## src/common/blpwm_consts.svh

```systemverilog
// Timing counts, reset values and fixed duty codes for the backlight PWM block.
// Assumes a 20 MHz system clock; included by bare name.
`ifndef BLPWM_CONSTS_SVH
`define BLPWM_CONSTS_SVH
// ============================================================
// Clock and timing
`define BLPWM_CLK_HZ          20000000
`define BLPWM_FOSC_SLOW_HZ    5000000
`define BLPWM_FOSC_FAST_HZ    10000000
`define BLPWM_FOSC_SLOW_DIV   (`BLPWM_CLK_HZ / `BLPWM_FOSC_SLOW_HZ)
`define BLPWM_FOSC_FAST_DIV   (`BLPWM_CLK_HZ / `BLPWM_FOSC_FAST_HZ)
`define BLPWM_FIRST_AVG_MS    500
`define BLPWM_FIRST_AVG_CYC   ((`BLPWM_CLK_HZ / 1000) * `BLPWM_FIRST_AVG_MS)
`define BLPWM_FLICKER_MS      20
`define BLPWM_FLICKER_CYC     ((`BLPWM_CLK_HZ / 1000) * `BLPWM_FLICKER_MS)
// ============================================================
// Duty codes, reset values and dimming step count
`define BLPWM_DUTY_FULL       8'hFF
`define BLPWM_DUTY_ZERO       8'h00
`define BLPWM_HYST_DEFAULT    10'h010
`define BLPWM_DIM_STEP_CYC    32'd2000
`endif

```

## src/common/blpwm_pkg.sv

```systemverilog
// Types shared by the backlight PWM block.
// Assumes blpwm_consts.svh holds the numeric constants.
package blpwm_pkg;
    // ============================================================
    // Content-adaptive modes
    typedef enum logic [1:0] {
        BLPWM_CA_OFF,
        BLPWM_CA_UI,
        BLPWM_CA_STILL,
        BLPWM_CA_MOVING
    } blpwm_ca_mode_e;

    // Brightness source in effect
    typedef enum logic [1:0] {
        BLPWM_SRC_OFF,
        BLPWM_SRC_MANUAL,
        BLPWM_SRC_HOST_LUX,
        BLPWM_SRC_ADC_LUX
    } blpwm_src_e;

    // Control bits written by the host.
    typedef struct packed {
        logic backlight_output_gate;
        logic pwm_pin_invert;
        logic enable_pin_invert;
        logic enable_pin_source;
        logic backlight_ctrl_on;
        logic auto_brightness_sel;
        logic lux_sense_on;
        logic internal_adc_on;
        logic dimming_on;
        logic pwm_clock_sel;
        logic force_content_duty;
    } blpwm_ctrl_s;

    // Readback values seen by the host.
    typedef struct packed {
        logic [7:0]  brightness_readback;
        logic [7:0]  content_duty_readback;
        logic [7:0]  light_duty_readback;
        logic [9:0]  ambient_readback;
        logic        ambient_valid;
    } blpwm_status_s;
endpackage

```

## src/rtl/blpwm_top.sv

```systemverilog
// Backlight PWM control: duty combination, dimming, pin drive and readback.
// Assumes control inputs come from the command decoder on the same clock;
// the sleep flag, ADC samples and the host lux value are also synchronous.
//
// Summary of operation
// - Output brightness is light or manual ratio times content-adaptive ratio.
// - Gate off holds PWM pin static off, level set by pin polarity.
// - Gate on drives PWM waveform, true or inverted by polarity bit.
// - Enable pin equals invert bit when gate is zero; else source, maybe inverted.
// - Control off dims backlight down; readback becomes 00h after dimming.
// - Control on keeps backlight on; readback shows combined result.
// - Lux sensing and auto select on yield first averaged ambient value within 500 ms.
// - Sleep-in disables converter and brightness control regardless of bits.
// - Sleep-out without lux or auto uses manual brightness, converter off.
// - Lux and auto with converter off use host-written ambient level.
// - Lux, auto and converter on enable 10-bit converter, automatic control.
// - Auto select zero means manual brightness; automatic only when set.
// - Content-adaptive off reads FFh unless forced; brightness from manual or light value.
// - Content modes read their duty, floored at the minimum; manual or light value times that ratio.
// - Light readback is manual value unless auto and lux both set.
// - Light path removes mains flicker and applies hysteresis.
// - Sensed ambient light is readable by the host.
// - PWM clock 5 MHz when select is zero; period 256 times divider.
// - One dimming bit enables dimming of both adaptive paths.
// - Sleep-in makes functions unavailable and backlight off.
`timescale 1ns/1ps
`include "blpwm_consts.svh"
module blpwm_top
    import blpwm_pkg::*;
#(
    parameter int unsigned FIRST_AVG_CYC = `BLPWM_FIRST_AVG_CYC,
    parameter int unsigned FLICKER_CYC   = `BLPWM_FLICKER_CYC,
    parameter int unsigned DIM_STEP_CYC  = `BLPWM_DIM_STEP_CYC
) (
    // Clock and reset
    input  wire logic           clock_in,
    input  wire logic           rst_n_in,
    // Host control bits and values
    input  wire blpwm_ctrl_s    ctrl_in,
    input  wire blpwm_ca_mode_e ca_mode_in,
    input  wire logic [7:0]     brightness_value_in,
    input  wire logic [7:0]     forced_duty_in,
    input  wire logic [7:0]     min_brightness_in,
    input  wire logic [7:0]     pwm_divider_in,
    input  wire logic [15:0]    ambient_level_field_in,
    input  wire logic [9:0]     hysteresis_in,
    // Chip state and content-adaptive engine
    input  wire logic           sleep_out_in,
    input  wire logic [7:0]     content_duty_in,
    // Internal converter
    input  wire logic           adc_valid_in,
    input  wire logic [9:0]     adc_data_in,
    output logic                adc_enable_out,
    // Pins toward the LED driver
    output logic                backlight_pwm_pin_out,
    output logic                backlight_enable_pin_out,
    // Readback
    output blpwm_status_s       status_out
);
    // ============================================================
    // Types and state
    typedef struct packed {
        logic [31:0]   fosc_cnt;
        logic [7:0]    div_cnt;
        logic [7:0]    pwm_cnt;
        logic [7:0]    cur_duty;
        logic [31:0]   dim_cnt;
        logic [31:0]   avg_cnt;
        logic          pwm_pin;
        logic          en_pin;
        logic          adc_en;
        blpwm_status_s status;
    } blpwm_st_s;

    blpwm_st_s  st_q;
    blpwm_st_s  st_d;
    blpwm_src_e src;
    logic [7:0] light_duty;
    logic [7:0] content_duty;
    logic [7:0] target;
    logic [7:0] combined;
    logic [7:0] ca_raw;
    logic [9:0] lux_level;
    logic       lux_valid;
    logic       filt_en;
    logic       host_lux_valid;
    logic [9:0] filt_sample;
    logic       fosc_tick;
    logic       pwm_tick;
    logic       raw_pwm;
    logic       lux_mode_q;
    logic [31:0] fosc_div;

    // Product of two ratios in 8-bit duty units, FFh meaning 100 percent.
    function automatic logic [7:0] blpwm_mul(input logic [7:0] a, input logic [7:0] b);
        logic [15:0] p;
        p = {8'h00, a} * {8'h00, b};
        return 8'((p + 16'h00FF) >> 8);
    endfunction

    // Larger of two duties.
    function automatic logic [7:0] blpwm_max(input logic [7:0] a, input logic [7:0] b);
        return (a > b) ? a : b;
    endfunction

    // ============================================================
    // Brightness source selection
    // Sleep-in overrides every enable bit.
    always_comb begin
        if (!sleep_out_in) begin
            src = BLPWM_SRC_OFF;
        end else if (!(ctrl_in.lux_sense_on && ctrl_in.auto_brightness_sel)) begin
            src = BLPWM_SRC_MANUAL;
        end else if (!ctrl_in.internal_adc_on) begin
            src = BLPWM_SRC_HOST_LUX;
        end else begin
            src = BLPWM_SRC_ADC_LUX;
        end
    end

    // Light path input: converter samples or host-written ambient level.
    assign filt_en        = (src == BLPWM_SRC_HOST_LUX) || (src == BLPWM_SRC_ADC_LUX);
    assign host_lux_valid = (src == BLPWM_SRC_HOST_LUX);
    assign filt_sample    = (src == BLPWM_SRC_ADC_LUX) ? adc_data_in
                            : ambient_level_field_in[15:6];

    blpwm_lux_filter #(
        .WIN_CYC (FLICKER_CYC)
    ) u_lux (
        .clock_in        (clock_in),
        .rst_n_in        (rst_n_in),
        .enable_in       (filt_en),
        .hysteresis_in   (hysteresis_in),
        .sample_valid_in ((src == BLPWM_SRC_ADC_LUX) ? adc_valid_in : host_lux_valid),
        .sample_in       (filt_sample),
        .level_out       (lux_level),
        .level_valid_out (lux_valid)
    );

    // Light or manual duty, and content-adaptive duty.
    always_comb begin
        if (filt_en) begin
            light_duty = lux_level[9:2];
        end else begin
            light_duty = brightness_value_in;
        end
        ca_raw = ctrl_in.force_content_duty ? forced_duty_in : content_duty_in;
        if (ca_mode_in == BLPWM_CA_OFF && !ctrl_in.force_content_duty) begin
            content_duty = `BLPWM_DUTY_FULL;
        end else begin
            content_duty = blpwm_max(ca_raw, min_brightness_in);
        end
        combined = blpwm_mul(light_duty, content_duty);
        if (src == BLPWM_SRC_OFF || !ctrl_in.backlight_ctrl_on) begin
            target = `BLPWM_DUTY_ZERO;
        end else begin
            target = combined;
        end
    end

    // ============================================================
    // PWM clock and counter
    assign fosc_div  = ctrl_in.pwm_clock_sel ? 32'(`BLPWM_FOSC_FAST_DIV)
                       : 32'(`BLPWM_FOSC_SLOW_DIV);
    assign fosc_tick = (st_q.fosc_cnt >= fosc_div - 32'd1);
    assign pwm_tick  = fosc_tick && (st_q.div_cnt + 8'h01 >= pwm_divider_in);
    // Duty FFh keeps the compare true over the whole period.
    assign raw_pwm   = (st_q.cur_duty == `BLPWM_DUTY_FULL) || (st_q.pwm_cnt < st_q.cur_duty);

    // Next state.
    always_comb begin
        st_d = st_q;
        // Operating clock enable.
        st_d.fosc_cnt = fosc_tick ? 32'd0 : st_q.fosc_cnt + 32'd1;
        if (fosc_tick) begin
            st_d.div_cnt = pwm_tick ? 8'h00 : st_q.div_cnt + 8'h01;
        end
        if (pwm_tick) begin
            st_d.pwm_cnt = st_q.pwm_cnt + 8'h01;
        end
        // Dimming walks one code per step; without it the duty jumps.
        if (src == BLPWM_SRC_OFF) begin
            st_d.cur_duty = `BLPWM_DUTY_ZERO;
            st_d.dim_cnt  = '0;
        end else if (!ctrl_in.dimming_on) begin
            st_d.cur_duty = target;
            st_d.dim_cnt  = '0;
        end else if (st_q.cur_duty != target) begin
            if (st_q.dim_cnt >= DIM_STEP_CYC - 1) begin
                st_d.dim_cnt  = '0;
                st_d.cur_duty = (st_q.cur_duty < target) ? st_q.cur_duty + 8'h01
                                : st_q.cur_duty - 8'h01;
            end else begin
                st_d.dim_cnt = st_q.dim_cnt + 32'd1;
            end
        end else begin
            st_d.dim_cnt = '0;
        end
        // Pin drive.
        if (ctrl_in.backlight_output_gate) begin
            st_d.pwm_pin = raw_pwm ^ ctrl_in.pwm_pin_invert;
            st_d.en_pin  = ctrl_in.enable_pin_source ^ ctrl_in.enable_pin_invert;
        end else begin
            st_d.pwm_pin = ctrl_in.pwm_pin_invert;
            st_d.en_pin  = ctrl_in.enable_pin_invert;
        end
        st_d.adc_en = (src == BLPWM_SRC_ADC_LUX);
        // First averaged value is due within the sampling deadline.
        if (!filt_en || !lux_mode_q) begin
            st_d.avg_cnt = '0;
        end else if (!lux_valid && st_q.avg_cnt < FIRST_AVG_CYC) begin
            st_d.avg_cnt = st_q.avg_cnt + 32'd1;
        end
        // Readback.
        st_d.status.brightness_readback  = st_q.cur_duty;
        st_d.status.content_duty_readback = content_duty;
        st_d.status.light_duty_readback  = light_duty;
        st_d.status.ambient_readback     = lux_level;
        st_d.status.ambient_valid        = lux_valid;
    end

    // State register.
    always_ff @(posedge clock_in) begin
        if (!rst_n_in) begin
            st_q       <= '0;
            lux_mode_q <= 1'b0;
        end else begin
            st_q       <= st_d;
            lux_mode_q <= filt_en;
        end
    end

    assign backlight_pwm_pin_out    = st_q.pwm_pin;
    assign backlight_enable_pin_out = st_q.en_pin;
    assign adc_enable_out           = st_q.adc_en;
    assign status_out               = st_q.status;

    // ============================================================
    // Checks
    AST_GATE_OFF_PWM: assert property (@(posedge clock_in) disable iff (!rst_n_in)
        !ctrl_in.backlight_output_gate |=> backlight_pwm_pin_out == $past(ctrl_in.pwm_pin_invert))
        else $error("PWM pin not static off while gate is low");
    AST_GATE_ON_PWM: assert property (@(posedge clock_in) disable iff (!rst_n_in)
        ctrl_in.backlight_output_gate
        |=> backlight_pwm_pin_out == ($past(raw_pwm) ^ $past(ctrl_in.pwm_pin_invert)))
        else $error("PWM pin polarity wrong while gate is high");
    AST_ENABLE_PIN: assert property (@(posedge clock_in) disable iff (!rst_n_in)
        ctrl_in.backlight_output_gate |=> backlight_enable_pin_out ==
        ($past(ctrl_in.enable_pin_source) ^ $past(ctrl_in.enable_pin_invert)))
        else $error("Enable pin does not follow its source");
    AST_ENABLE_OFF_INV: assert property (@(posedge clock_in) disable iff (!rst_n_in)
        !ctrl_in.backlight_output_gate && ctrl_in.enable_pin_invert
        |=> backlight_enable_pin_out)
        else $error("Enable pin not high with gate low and invert set");
    AST_SLEEP_ADC_OFF: assert property (@(posedge clock_in) disable iff (!rst_n_in)
        !sleep_out_in [*2] |-> !adc_enable_out && st_q.cur_duty == 8'h00)
        else $error("Converter or duty active in sleep-in");
    AST_ADC_ON: assert property (@(posedge clock_in) disable iff (!rst_n_in)
        sleep_out_in && ctrl_in.lux_sense_on && ctrl_in.auto_brightness_sel
        && ctrl_in.internal_adc_on |=> adc_enable_out)
        else $error("Converter not enabled in automatic mode");
    AST_CA_OFF_FF: assert property (@(posedge clock_in) disable iff (!rst_n_in)
        ca_mode_in == BLPWM_CA_OFF && !ctrl_in.force_content_duty
        |=> status_out.content_duty_readback == 8'hFF)
        else $error("Content readback not FFh in off mode");
    AST_LIGHT_MANUAL: assert property (@(posedge clock_in) disable iff (!rst_n_in)
        !(ctrl_in.lux_sense_on && ctrl_in.auto_brightness_sel)
        |=> status_out.light_duty_readback == $past(brightness_value_in))
        else $error("Light readback not the manual value");
    AST_NO_DIM_JUMP: assert property (@(posedge clock_in) disable iff (!rst_n_in)
        !ctrl_in.dimming_on && sleep_out_in |=> st_q.cur_duty == $past(target))
        else $error("Duty did not jump with dimming off");
    AST_FIRST_AVG: assert property (@(posedge clock_in) disable iff (!rst_n_in)
        st_q.avg_cnt < FIRST_AVG_CYC)
        else $error("No averaged ambient value within deadline");
endmodule

```

## src/rtl/blpwm_lux_filter.sv

```systemverilog
// Ambient light path: flicker averaging and hysteresis on 10-bit samples.
// Assumes samples arrive as a one-cycle strobe on the system clock.
`timescale 1ns/1ps
`include "blpwm_consts.svh"
module blpwm_lux_filter
    import blpwm_pkg::*;
#(
    parameter int unsigned WIN_CYC = `BLPWM_FLICKER_CYC
) (
    // Clock and reset
    input  wire logic       clock_in,
    input  wire logic       rst_n_in,
    // Control
    input  wire logic       enable_in,
    input  wire logic [9:0] hysteresis_in,
    // Samples
    input  wire logic       sample_valid_in,
    input  wire logic [9:0] sample_in,
    // Filtered result
    output logic [9:0]      level_out,
    output logic            level_valid_out
);
    // ============================================================
    // State
    typedef struct packed {
        logic [31:0] win_cnt;
        logic [25:0] acc;
        logic [15:0] n;
        logic [9:0]  level;
        logic        valid;
    } blpwm_lf_s;

    blpwm_lf_s st_q;
    blpwm_lf_s st_d;
    logic [9:0] avg;
    logic [9:0] diff;

    // Averaging over a window covering whole mains cycles removes flicker.
    always_comb begin
        st_d = st_q;
        avg  = (st_q.n == 16'h0000) ? st_q.level
               : 10'(st_q.acc / {10'h000, st_q.n});
        diff = (avg > st_q.level) ? (avg - st_q.level) : (st_q.level - avg);
        if (!enable_in) begin
            st_d = '0;
        end else begin
            if (sample_valid_in) begin
                st_d.acc = st_q.acc + {16'h0000, sample_in};
                st_d.n   = st_q.n + 16'h0001;
            end
            if (st_q.win_cnt >= WIN_CYC - 1) begin
                st_d.win_cnt = '0;
                st_d.acc     = '0;
                st_d.n       = '0;
                // Hysteresis holds the level against small swings.
                if (!st_q.valid || diff > hysteresis_in) begin
                    st_d.level = avg;
                end
                st_d.valid = 1'b1;
            end else begin
                st_d.win_cnt = st_q.win_cnt + 32'd1;
            end
        end
    end

    // State register.
    always_ff @(posedge clock_in) begin
        if (!rst_n_in) begin
            st_q <= '0;
        end else begin
            st_q <= st_d;
        end
    end

    assign level_out       = st_q.level;
    assign level_valid_out = st_q.valid;
endmodule

```

## config.mk

```make
export PLATFORM = sky130hd
export DESIGN_NAME = blpwm_top
export DESIGN_NICKNAME = d
export VERILOG_FILES = /design/src/common/blpwm_pkg.sv /design/src/rtl/blpwm_top.sv /design/src/rtl/blpwm_lux_filter.sv
export VERILOG_INCLUDE_DIRS = /design/src /design/src/common
export SDC_FILE = /design/constraint.sdc
export NUM_CORES = 2
export LEC_CHECK = 0
export BUFFER_PORTS_ARGS = -buffer_cell sky130_fd_sc_hd__buf_4
export CORE_AREA = 3 3 344 346
export CTS_CLUSTER_DIAMETER = 150
export DETAILED_ROUTE_END_ITERATION = 8
export DIE_AREA = 0 0 347 349
export PLACE_DENSITY_LB_ADDON = 0.12
export SYNTH_ARGS = -nofsm -noshare
export SYNTH_HDL_FRONTEND = slang
export SYNTH_SLANG_ARGS = --single-unit
```

## constraint.sdc

```tcl
create_clock -name clock_in -period 179.5 [get_ports clock_in]
set_input_delay 0 -clock clock_in [delete_from_list [all_inputs] [get_ports clock_in]]
set_output_delay 0 -clock clock_in [all_outputs]
set_load 0.05 [all_outputs]
```

==> metrics <==
Nets=~4500; remaining global-route overflow=0; Filler cells=12710; Post-Syn Instances=between 3000 and 4000; RSZ-0062 raised after global routing=false; die height=~350 um; number of clock sinks=211; hpwl dp=73.66 mm; Max Cap Viol=0; Clock Skew=16.31 ps; final setup margin=103580 ps; CP most frequent cell=a21oi_1; largest area contributor in the netlist=ha_1; I/O pins=between 100 and 150; CP Launch Type=register; Tmin final=roughly 76000 ps; critical path's slowest cell=o311ai_1; vias in the first global route=~27000; Post-Syn Area=0.02881 mm2; gp weighted congestion=0.7874; Num CTS Buffers=30; async set or reset register ratio after synthesis=0%; pin count of the biggest net entering global routing=54; Area contributors post-synth=ha_1 18%, dfxtp_1 15%, xnor2_1 5.1%; Sum Neg Setup Slack=0 ps; syn avg cell area=7.590 um2; Crit path required time=about 180000 ps; clock buffer depth=3; DRT Pass-1 Iters=5; ys flop type=dfxtp_1; via/cell ratio=4.869; overall die area=0.1211 mm2; share of cells above drive strength 1=about a tenth; Synth top area share=between 10% and 20%; DIE WIDTH=347 um; Critical Path End Type=register; outcome=finished, final reports clean; Max Clk Rate=~13 MHz; commonest cells after routing, fill and taps aside=413 x ha_1, 385 x nand2_1, 371 x nor2_1; Netlist cell types=114; clock-pin slew on the worst setup and hold paths=60 ps; # port buffers=124; most common cell after layout, fill and taps aside=ha_1; register bit total from synthesis=211; largest stage delay on the critical path=a little over 800 ps; DRC Markers=0; fin util=28.45%; CTS root buf=clkbuf_16; slew of the pin with the lowest slew margin=1196 ps; crit path max fanout=31; final count of pins violating max slew=0; CTS tree=built; setup violators final=0; Area growth syn-to-layout=14.30%; drt total wl=91.36 mm; Rel. slew slack=19.63%; CTS Hold Bufs=29; first-pass GRT wire length=between 100 and 150 mm; DR WL/cell=16.64 um; CP Data Arrival Time=roughly 76000 ps; All-Layer GR Usage=14.81%; Final period util=between 40% and 50%; initial antenna violation count=0; core area=0.1157 mm2; post-synthesis sequential area ratio=about 15%; PostCTS Resize Cnt=0; pre-CTS setup slack=around 100000 ps; via count=26730; Hold WC Path Type=input pin to register; row cnt=125; WS Path Type=register to register; Hold Fails Final Rpt=0; yosys warns=0; number of synthesized flops with an enable pin=0; n_diodes=0; clk_lat worst skew=620 ps; htree depth=1; Setup Buffers After CTS=0; antenna viol nets, final=0; Initial Util=between 20% and 30%; DRT iter0 DRCs=1145
## worst max-delay path: cells and delay by family, from the launching register on
family / cells / cell delay [ps]
muxes: 6 / 1660
adders and majority gates: 27 / 8370
AOI/OAI and AO/OA: 168 / 43950
buffers and inverters: 17 / 3340
xor gates and xnor gates: 1 / 200
and+or+nand+nor: 82 / 17490
DFF: 1 / 440
## final cells by class
type	count	area (um2)	area share, %
tap	1524	1907	5.790
multi-input combinational	3299	23400	71.06
sequential	211	4224	12.83
timing repair buffer	200	1574	4.780
clock buffer	35	779.5	2.367
inverter	200	750.7	2.280
clock inverter	21	295.3	0.8967
## worst paths after layout
kind / start / endpoint / slack (ps) / cells past startpoint
max reg2reg: u_lux.st_q[19] / u_lux.level_out[0] / 103580 / 301
max: u_lux.st_q[19] / u_lux.level_out[0] / 103580 / 301
min reg2reg: st_q[70] / st_q[70] / 450 / 1
min: adc_data_in[1] / u_lux.st_q[28] / 30 / 5
## per-stage QoR
step	hold slack (ps)	area (um2)	std cells
floorplan	148.1	29050	3858
global placement	295.2	31570	5405
detailed placement	288.1	31570	5405
CTS	0.2225	32930	5490
global route	62.17	32930	5490
finish	33.82	32930	5490
## routing by layer
layer	vias up	wire length, um	track usage [%]
met3	81	2163	1.319
met4	0	2005	3.152
li1	13980	-	-
met5	-	0	0
met2	271	41830	25.32
met1	12410	45360	20.22
## cells in the mapped netlist (all sizes together), types with 7 or more instances
| master | n |
|---|---|
| a21o | 91 |
| or2 | 28 |
| nor4 | 28 |
| nand2b | 48 |
| and3 | 34 |
| a221oi | 14 |
| nand3 | 88 |
| xnor2 | 168 |
| or4 | 11 |
| a311oi | 12 |
| o21ai | 165 |
| fa | 45 |
| a2111oi | 8 |
| buf | 46 |
| nand4 | 44 |
| nor3b | 7 |
| nor3 | 127 |
| o21a | 105 |
| inv | 200 |
| o31ai | 69 |
| o22ai | 8 |
| and2 | 83 |
| clkbuf | 102 |
| o211ai | 55 |
| a211oi | 34 |
| nand2 | 386 |
| nor2b | 61 |
| xor2 | 86 |
| a211o | 14 |
| a21oi | 274 |
| nor2 | 373 |
| o2111ai | 14 |
| ha | 413 |
| and4 | 7 |
| o221ai | 8 |
| mux2 | 72 |
| a21boi | 25 |
| or3 | 43 |
| a31oi | 25 |
| o21bai | 21 |
| mux2i | 29 |
| dfxtp | 211 |
| o211a | 11 |
## cell families after synthesis
group	after synthesis	synth area share [%]
compound gates	1032	24.31
mux	101	3.865
flops	211	14.66
simple gates	1391	23.35
buf+inv	348	5.024
xor+xnor	254	7.721
other cells	1	0.01302
fa+ha+maj	458	21.06
## flip-flops by register name, indices dropped and copies added, names as in the netlist
name                      flops
backlight_pwm_pin_out         1
u_lux.st_q                   74
backlight_enable_pin_out      1
st_q                         80
st_d                          8
u_lux.level_out              10
status_out                   35
u_lux.level_valid_out         1
adc_enable_out                1
Power is left out: the tool's default activity adds up to more than one toggle a clock period on the data nets, which glitch-free logic cannot reach.
